<file path="src/fdsl_pkg.sv">
// Shared constants and carrier types for the four digit segment latch driver.
package fdsl_pkg;

    // ------------------------------------------------------------------
    // Timing
    // ------------------------------------------------------------------
    localparam int unsigned CLK_PERIOD_PS = 5000;
    // Lows shorter than about one microsecond must not disable the driver.
    localparam int unsigned OSC_GLITCH_NS = 1000;
    localparam int unsigned OSC_GLITCH_CYCLES =
        (OSC_GLITCH_NS * 1000 + CLK_PERIOD_PS - 1) / CLK_PERIOD_PS;
    localparam int unsigned BP_DIVIDE = 128;
    localparam int unsigned BP_HALF = BP_DIVIDE / 2;
    localparam int unsigned OSC_NOMINAL_HZ = 19000;
    localparam int unsigned BP_NOMINAL_HZ = 150;

    // ------------------------------------------------------------------
    // Digit addresses and reset values
    // ------------------------------------------------------------------
    localparam logic [1:0] ADDR_MSD = 2'h0;
    localparam logic [1:0] ADDR_THIRD = 2'h1;
    localparam logic [1:0] ADDR_SECOND = 2'h2;
    localparam logic [1:0] ADDR_LSD = 2'h3;
    localparam logic [6:0] SEG_RESET = 7'h00;

    // ------------------------------------------------------------------
    // Types
    // ------------------------------------------------------------------
    typedef enum logic {FDSL_MODE_STROBE, FDSL_MODE_BUS} fdsl_mode_type;

    typedef struct packed {
        logic data_weight_eight;
        logic data_weight_four;
        logic data_weight_two;
        logic data_weight_one;
    } fdsl_data_type;

    typedef struct packed {
        logic digit_strobe_msd;
        logic digit_strobe_third;
        logic digit_strobe_second;
        logic digit_strobe_lsd;
    } fdsl_strobe_type;

    typedef struct packed {
        logic select_n_second;
        logic select_n_first;
        logic digit_addr_high;
        logic digit_addr_low;
    } fdsl_bus_type;

endpackage

</file>
<file path="src/fdsl_decode.sv">
// Four bit to seven segment decoder with hexadecimal and alternate tables.
`timescale 1ns/10ps
module fdsl_decode
(
    // Code in
    input wire logic [3:0] code,
    input wire logic alt,
    // Segments out, bit 0 is segment a
    output logic [6:0] seg
);

    always_comb
    begin
        unique case (code)
            4'h0: seg = 7'h3F;
            4'h1: seg = 7'h06;
            4'h2: seg = 7'h5B;
            4'h3: seg = 7'h4F;
            4'h4: seg = 7'h66;
            4'h5: seg = 7'h6D;
            4'h6: seg = 7'h7D;
            4'h7: seg = 7'h07;
            4'h8: seg = 7'h7F;
            4'h9: seg = 7'h6F;
            4'hA: seg = alt ? 7'h40 : 7'h77;
            4'hB: seg = alt ? 7'h79 : 7'h7C;
            4'hC: seg = alt ? 7'h76 : 7'h39;
            4'hD: seg = alt ? 7'h38 : 7'h5E;
            4'hE: seg = alt ? 7'h73 : 7'h79;
            4'hF: seg = alt ? 7'h00 : 7'h71;
        endcase
    end

endmodule

</file>
<file path="src/fdsl_top.sv">
// Four digit segment latch driver with strobe or bus input and backplane.
`timescale 1ns/10ps
module fdsl_top
(
    // Clock and reset
    input wire logic REF_CLK,
    input wire logic NRST,
    // Mode straps
    input wire fdsl_pkg::fdsl_mode_type MODE,
    input wire logic ALT_DECODE,
    // Data and selects
    input wire fdsl_pkg::fdsl_data_type DATA,
    input wire fdsl_pkg::fdsl_strobe_type STROBE,
    input wire fdsl_pkg::fdsl_bus_type BUS,
    // Oscillator
    input wire logic OSCILLATOR_PIN,
    // Backplane common, two-way
    input wire logic BACKPLANE_COMMON_I,
    output logic BACKPLANE_COMMON_O,
    output logic BACKPLANE_COMMON_OE_N,
    // Segments, four digits of seven, least significant digit first
    output logic [27:0] SEGMENTS
);

    // ------------------------------------------------------------------
    // Input synchronisers
    // ------------------------------------------------------------------
    localparam int SYNC_W = 4 + 4 + 4 + 1 + 1;
    logic [SYNC_W-1:0] sync1_q;
    logic [SYNC_W-1:0] sync2_q;
    logic [SYNC_W-1:0] sync_in;
    fdsl_pkg::fdsl_data_type data_s;
    fdsl_pkg::fdsl_strobe_type strobe_s;
    fdsl_pkg::fdsl_bus_type bus_s;
    logic osc_s;
    logic bp_ext_s;

    assign sync_in = {DATA, STROBE, BUS, OSCILLATOR_PIN, BACKPLANE_COMMON_I};
    assign {data_s, strobe_s, bus_s, osc_s, bp_ext_s} = sync2_q;

    always_ff @(posedge REF_CLK or negedge NRST)
    begin
        if (!NRST)
        begin
            sync1_q <= '0;
            sync2_q <= '0;
        end
        else
        begin
            sync1_q <= sync_in;
            sync2_q <= sync1_q;
        end
    end

    // ------------------------------------------------------------------
    // Oscillator low filter and divider
    // ------------------------------------------------------------------
    // Only a sustained low disables the driver, so a skewed overdrive clock
    // with short low parts keeps the backplane running.
    localparam int unsigned GL_CYC = fdsl_pkg::OSC_GLITCH_CYCLES;
    localparam int unsigned GL_W = $clog2(GL_CYC + 2);
    logic [GL_W-1:0] low_cnt_q;
    logic [GL_W-1:0] low_cnt_d;
    logic slave_q;
    logic slave_d;
    logic osc_prev_q;
    logic osc_prev_d;
    logic [6:0] div_q;
    logic [6:0] div_d;
    logic bp_int_q;
    logic bp_int_d;

    always_comb
    begin
        low_cnt_d = low_cnt_q;
        slave_d = slave_q;
        osc_prev_d = osc_s;
        div_d = div_q;
        bp_int_d = bp_int_q;
        if (osc_s)
        begin
            low_cnt_d = '0;
            slave_d = 1'b0;
        end
        else if (low_cnt_q > GL_W'(GL_CYC))
        begin
            slave_d = 1'b1;
        end
        else
        begin
            low_cnt_d = low_cnt_q + GL_W'(1);
        end
        // Each oscillator rising edge advances the divider.
        if (osc_s && !osc_prev_q)
        begin
            if (div_q == 7'(fdsl_pkg::BP_HALF - 1))
            begin
                div_d = 7'h00;
                bp_int_d = !bp_int_q;
            end
            else
            begin
                div_d = div_q + 7'h01;
            end
        end
    end

    always_ff @(posedge REF_CLK or negedge NRST)
    begin
        if (!NRST)
        begin
            low_cnt_q <= '0;
            slave_q <= 1'b0;
            osc_prev_q <= 1'b0;
            div_q <= 7'h00;
            bp_int_q <= 1'b0;
        end
        else
        begin
            low_cnt_q <= low_cnt_d;
            slave_q <= slave_d;
            osc_prev_q <= osc_prev_d;
            div_q <= div_d;
            bp_int_q <= bp_int_d;
        end
    end

    logic bp_phase;
    assign bp_phase = slave_q ? bp_ext_s : bp_int_q;
    assign BACKPLANE_COMMON_O = bp_int_q;
    assign BACKPLANE_COMMON_OE_N = slave_q;

    // ------------------------------------------------------------------
    // Write capture
    // ------------------------------------------------------------------
    logic [3:0] in_data_q;
    logic [3:0] in_data_d;
    logic [1:0] in_addr_q;
    logic [1:0] in_addr_d;
    logic sel_q;
    logic sel_d;
    logic [3:0] strobe_prev_q;
    logic [3:0] strobe_prev_d;
    logic both_low;
    logic [3:0] dig_we;
    logic [6:0] dec_seg;
    logic [3:0] dec_code;

    assign both_low = !bus_s.select_n_first && !bus_s.select_n_second;

    always_comb
    begin
        in_data_d = in_data_q;
        in_addr_d = in_addr_q;
        sel_d = both_low;
        strobe_prev_d = strobe_s;
        dig_we = 4'h0;
        if (both_low)
        begin
            in_data_d = data_s;
            in_addr_d = {bus_s.digit_addr_high, bus_s.digit_addr_low};
        end
        if (MODE == fdsl_pkg::FDSL_MODE_BUS)
        begin
            if (sel_q && !both_low)
            begin
                unique case (in_addr_q)
                    fdsl_pkg::ADDR_MSD: dig_we = 4'h8;
                    fdsl_pkg::ADDR_THIRD: dig_we = 4'h4;
                    fdsl_pkg::ADDR_SECOND: dig_we = 4'h2;
                    fdsl_pkg::ADDR_LSD: dig_we = 4'h1;
                endcase
            end
        end
        else
        begin
            // Level sensitive like the pad latch: decode while held high.
            dig_we = strobe_s;
        end
    end

    assign dec_code = (MODE == fdsl_pkg::FDSL_MODE_BUS) ? in_data_q : data_s;

    fdsl_decode u_decode
    (
        .code(dec_code),
        .alt(ALT_DECODE),
        .seg(dec_seg)
    );

    always_ff @(posedge REF_CLK or negedge NRST)
    begin
        if (!NRST)
        begin
            in_data_q <= 4'h0;
            in_addr_q <= 2'h0;
            sel_q <= 1'b0;
            strobe_prev_q <= 4'h0;
        end
        else
        begin
            in_data_q <= in_data_d;
            in_addr_q <= in_addr_d;
            sel_q <= sel_d;
            strobe_prev_q <= strobe_prev_d;
        end
    end

    // ------------------------------------------------------------------
    // Digit output latches and segment drive
    // ------------------------------------------------------------------
    logic [6:0] digit_q [4];
    logic [6:0] digit_d [4];

    genvar g;
    generate
        for (g = 0; g < 4; g++)
        begin : gen_digit
            always_comb
            begin
                digit_d[g] = digit_q[g];
                if (dig_we[g])
                begin
                    digit_d[g] = dec_seg;
                end
            end

            always_ff @(posedge REF_CLK or negedge NRST)
            begin
                if (!NRST)
                begin
                    digit_q[g] <= fdsl_pkg::SEG_RESET;
                end
                else
                begin
                    digit_q[g] <= digit_d[g];
                end
            end

            assign SEGMENTS[g*7 +: 7] = digit_q[g] ^ {7{bp_phase}};

            a_seg_antiphase: assert property (@(posedge REF_CLK)
                disable iff (!NRST)
                !BACKPLANE_COMMON_OE_N |-> SEGMENTS[g*7 +: 7]
                == (digit_q[g] ^ {7{BACKPLANE_COMMON_O}}))
                else $error("Segment phase mismatch.");
        end
    endgenerate

    // ------------------------------------------------------------------
    // Checks
    // ------------------------------------------------------------------
    a_bus_write_lsd: assert property (@(posedge REF_CLK)
        disable iff (!NRST)
        (MODE == fdsl_pkg::FDSL_MODE_BUS && sel_q && !both_low
        && in_addr_q == fdsl_pkg::ADDR_LSD)
        |=> digit_q[0] == $past(dec_seg))
        else $error("Bus write missed least digit.");
    a_addr_msd_map: assert property (@(posedge REF_CLK)
        disable iff (!NRST)
        (MODE == fdsl_pkg::FDSL_MODE_BUS && sel_q && !both_low
        && in_addr_q == fdsl_pkg::ADDR_MSD) |-> dig_we == 4'h8)
        else $error("Address 00 not most digit.");
    a_input_latch: assert property (@(posedge REF_CLK)
        disable iff (!NRST)
        both_low |=> in_data_q == $past(data_s))
        else $error("Input latch not loaded.");
    a_strobe_write: assert property (@(posedge REF_CLK)
        disable iff (!NRST)
        (MODE == fdsl_pkg::FDSL_MODE_STROBE && strobe_s.digit_strobe_msd)
        |=> digit_q[3] == $past(dec_seg))
        else $error("Strobe write missed.");
    a_hold_digit: assert property (@(posedge REF_CLK)
        disable iff (!NRST)
        !dig_we[1] |=> $stable(digit_q[1]))
        else $error("Digit changed without write.");
    a_slave_oe: assert property (@(posedge REF_CLK)
        disable iff (!NRST)
        (low_cnt_q > GL_W'(GL_CYC) && !osc_s) |=> BACKPLANE_COMMON_OE_N)
        else $error("Backplane not released.");
    a_glitch_ignore: assert property (@(posedge REF_CLK)
        disable iff (!NRST)
        ($fell(osc_s) && !slave_q) ##1 osc_s |=> !slave_q)
        else $error("Short low disabled driver.");
    a_slave_follow: assert property (@(posedge REF_CLK)
        disable iff (!NRST)
        slave_q |-> SEGMENTS[6:0] == (digit_q[0] ^ {7{bp_ext_s}}))
        else $error("Slave not following backplane.");
    a_div_toggle: assert property (@(posedge REF_CLK)
        disable iff (!NRST)
        $changed(bp_int_q) |-> $past(div_q) == 7'(fdsl_pkg::BP_HALF - 1))
        else $error("Backplane toggled off count.");

endmodule

</file>
<file path="config.mk">
export PLATFORM = sky130hd
export DESIGN_NAME = fdsl_top
export DESIGN_NICKNAME = d
export VERILOG_FILES = /design/src/fdsl_pkg.sv /design/src/fdsl_decode.sv /design/src/fdsl_top.sv
export SDC_FILE = /design/constraint.sdc
export NUM_CORES = 1
export LEC_CHECK = 0
export ABC_AREA = 1
export BUFFER_PORTS_ARGS = -buffer_cell sky130_fd_sc_hd__buf_2
export CAP_MARGIN = 40
export CELL_PAD_IN_SITES_DETAIL_PLACEMENT = 1
export CELL_PAD_IN_SITES_GLOBAL_PLACEMENT = 2
export CORE_MARGIN = 3
export CORE_UTILIZATION = 36
export DETAILED_ROUTE_END_ITERATION = 10
export HOLD_SLACK_MARGIN = 0.12
export PLACE_DENSITY = 0.88
export SYNTH_ARGS = -nofsm -noshare
export SYNTH_HDL_FRONTEND = slang
export SYNTH_SLANG_ARGS = --single-unit
</file>
<file path="constraint.sdc">
create_clock -name REF_CLK -period 1.5 [get_ports REF_CLK]
set_input_delay 0.15 -clock REF_CLK [delete_from_list [all_inputs] [get_ports REF_CLK]]
set_output_delay 0.15 -clock REF_CLK [all_outputs]
set_load 0.02 [all_outputs]
</file>
==> run metrics <==
routing usage on met1=20.5%; die area=11600 um^2; global-route wire length before repair=15400 um; synth unique cells=30; post-synthesis mux area share=0%; Arr. time, crit path=1.60 ns; Post-synth ARST share=100%; Slew Viols, Final=0; final hold vios=0; Routed WL=9420 um; largest cells by area after synthesis=dfrtp_1 55%, nand2_1 12%, xor2_1 7.3%, inv_1 3.8%, o21ai_0 3.0%; Synth Area in Compound Gates=6.07%; Peak VDD IR=0.000588 V; global route total overflow=0; synth warn=0; Mapped Nets=419; Fmax achieved=0.571 GHz; CTS max path bufs=2; CP Launch Type=flip-flop; cells after synthesis=398; post-synthesis xor/xnor area fraction=8.02%; critical path's slowest cell=dfrtp_2; placed cell area=4470 um^2; Top cell by count, worst path=buf_12; Synth Area per Inst=9.33 um^2; sequential fraction of the synthesis area=54.6%; utilization after layout=52.9%; initial DRC count=69; initial antenna violation count=0; Setup WS post-layout=-0.252 ns; CTS sink cnt=81; most frequent cell after synthesis=nand2_1; H-tree depth=3; Final HPWL DP=6630 um; CTS tree=built; wire length per cell=14.7 um; drt pass-1 iters=4; Max Cap Viol=0; skew final=0.00727 ns; row cnt=36; diodes inserted=0; Setup-failing EPs final=28; GR Util met2=30.5%; RSZ-0062 raised after global routing=yes; CTS buffer count=9; crit-path max FO=8; Worst-Margin Slew=0.493 ns; Worst R2R Setup Slack=0.09 ns; R2R Path End=digit_q[15]; Skew-Pair Late Insertion Delay=0.35 ns; fin area=5250 um^2; Max-slew headroom=67.1%; root buf cell=clkbuf_8; crit-path cells=o21ai_4 -> buf_12 -> buf_12 -> xor2_1 -> buf_4; status=finished, violations left; number of global-route vias before repair=3287; share of post-route cells with drive strength above 1=37.5%; All-Layer GR Usage=17.1%; I/O pin cnt=48; M3 GR Usage=2.76%; CP Class=reg2out; largest family of logic cells by synthesized area=simple AND/OR/NAND/NOR gates; Final ANT Viol Nets=0; Synth area leader=dfrtp_1; Final min period=1.75 ns; Die Wd=108 um; Vias=2960; Worst Path Required=1.35 ns; nets@finish=522; Main synth FF type=dfrtp_1; layout overhead on the synthesized area=41.3%; largest net degree at the start of global routing=36; period utilization=117%; Vias/cell=4.63; Pwr per Cell Area=1190 nW/um^2; starting density of the core=37.5%; gr busiest metal=met2; Synth top area share=54.6%; core area=9910 um^2; Synth Area in Simple Gates=25.2%; Syn Std Cell Area=3710 um^2; Clock transition at path regs=0.08 ns; Post-synth top cells=119 x nand2_1, 81 x dfrtp_1, 38 x inv_1, 31 x xor2_1, 22 x o21ai_0; Critical Path End Type=output pin; R2R Path Start=sync2_q[10]; failing checks=setup timing; drt drc=0; Largest stage delay, worst path=0.44 ns; port buffer count=47; Synth Area in Adders=1.01%; R2R depth=9; number of synthesized flops with an enable pin=0; die height=108 um; synthesized flop and latch total=81; P_leak=2.56 nW; gp weighted congestion=0.839; hold crit path type=in2async
==> layout by cell type, fill, tap and decap left out, types with 7 or more instances in the layout <==
master,netlist,final
buf_2,2,18
buf_4,1,42
buf_6,1,17
clkbuf_8,0,9
dfrtp_1,81,79
dlygate4sd3_1,0,15
inv_1,38,36
nand2_1,119,109
nand2_2,13,20
nand2_4,8,11
nand3_1,12,10
nand3_2,5,7
nand4_1,7,7
nor2_1,15,12
nor2_2,5,7
o21ai_0,22,16
xor2_2,0,24
==> critical path: cells and delay by family, from the launching register on <==
kind            cells  cell delay [ns]
flops               1             0.44
xor+xnor            1             0.18
compound gates      1             0.16
buf+inv             3             0.47
==> metal layers <==
metal	share of wire, %	vias to the layer above	routed length (um)
met5	0	-	0
met4	1.7	0	162
met3	2.5	11	240
met2	54	49	5070
met1	42	1462	3940
li1	-	1438	-
==> timing repair <==
item,4_1_cts,5_1_grt
cloned,1,0
resized for setup,40,51
hold buffers,15,0
pin swaps,5,8
endpoints found under the setup margin,35,59
buffers inserted,7,2
hold endpoints to repair,46,0
==> kinds of logic after synthesis <==
logic type               Yosys count
XOR/XNOR                          34
flip-flops                        81
adder cells (fa/ha/maj)            3
AND/OR/NAND/NOR                  192
AO/OA/AOI/OAI                     41
buffers and inverters             47
==> power breakdown <==
part | total, mW | internal [mW] | leakage (nW) | switching [mW]
clock | 1.73 | 0.936 | 0.0995 | 0.790
combinational | 1.75 | 0.778 | 1.49 | 0.974
sequential | 2.79 | 2.49 | 0.974 | 0.296
total | 6.27 | 4.21 | 2.56 | 2.06
==> layout make-up <==
type | count | area, um^2
fillers | 1103 | 4660
flip-flops and latches | 81 | 2030
multi-input cells | 270 | 1830
well taps | 133 | 166
repair buffers | 97 | 855
clock inverters | 5 | 80.1
clock buffers | 11 | 131
inverters | 42 | 158
==> flip-flops by register name, indices dropped and copies added (netlist names) <==
| register | cells |
|---|---|
| in_addr_q | 2 |
| BACKPLANE_COMMON_O | 1 |
| osc_prev_q | 1 |
| low_cnt_q | 8 |
| div_q | 7 |
| sync2_q | 14 |
| sync1_q | 14 |
| in_data_q | 4 |
| digit_q | 28 |
| sel_q | 1 |
| BACKPLANE_COMMON_OE_N | 1 |
==> worst max path at each step <==
stage / startpoint / to / cells past startpoint
4_1_cts: BACKPLANE_COMMON_O / SEGMENTS[27] / 6
6_report: BACKPLANE_COMMON_OE_N / SEGMENTS[20] / 5
5_1_grt: BACKPLANE_COMMON_OE_N / SEGMENTS[20] / 5
2_1_floorplan: BACKPLANE_COMMON_O / SEGMENTS[10] / 5
3_5_place_dp: low_cnt_q[0] / low_cnt_q[6] / 7
3_3_place_gp: low_cnt_q[0] / low_cnt_q[6] / 7
==> stage by stage <==
step / worst slack, ns / instances / total power [mW] / TNS (ns) / hold WS (ns)
2_1_floorplan: -0.00306 / 398 / 3.73 / -0.0612 / -0.146
3_3_place_gp: 0.0429 / 598 / 4.18 / 0 / 0.133
3_5_place_dp: -0.0979 / 598 / 4.25 / -0.306 / 0.153
4_1_cts: -0.253 / 637 / 6.16 / -6.05 / 0.322
5_1_grt: -0.323 / 639 / 6.63 / -7.39 / 0.342
6_report: -0.252 / 639 / 6.27 / -5.44 / 0.304
No activity file was read; power rests on OpenSTA's default activity.
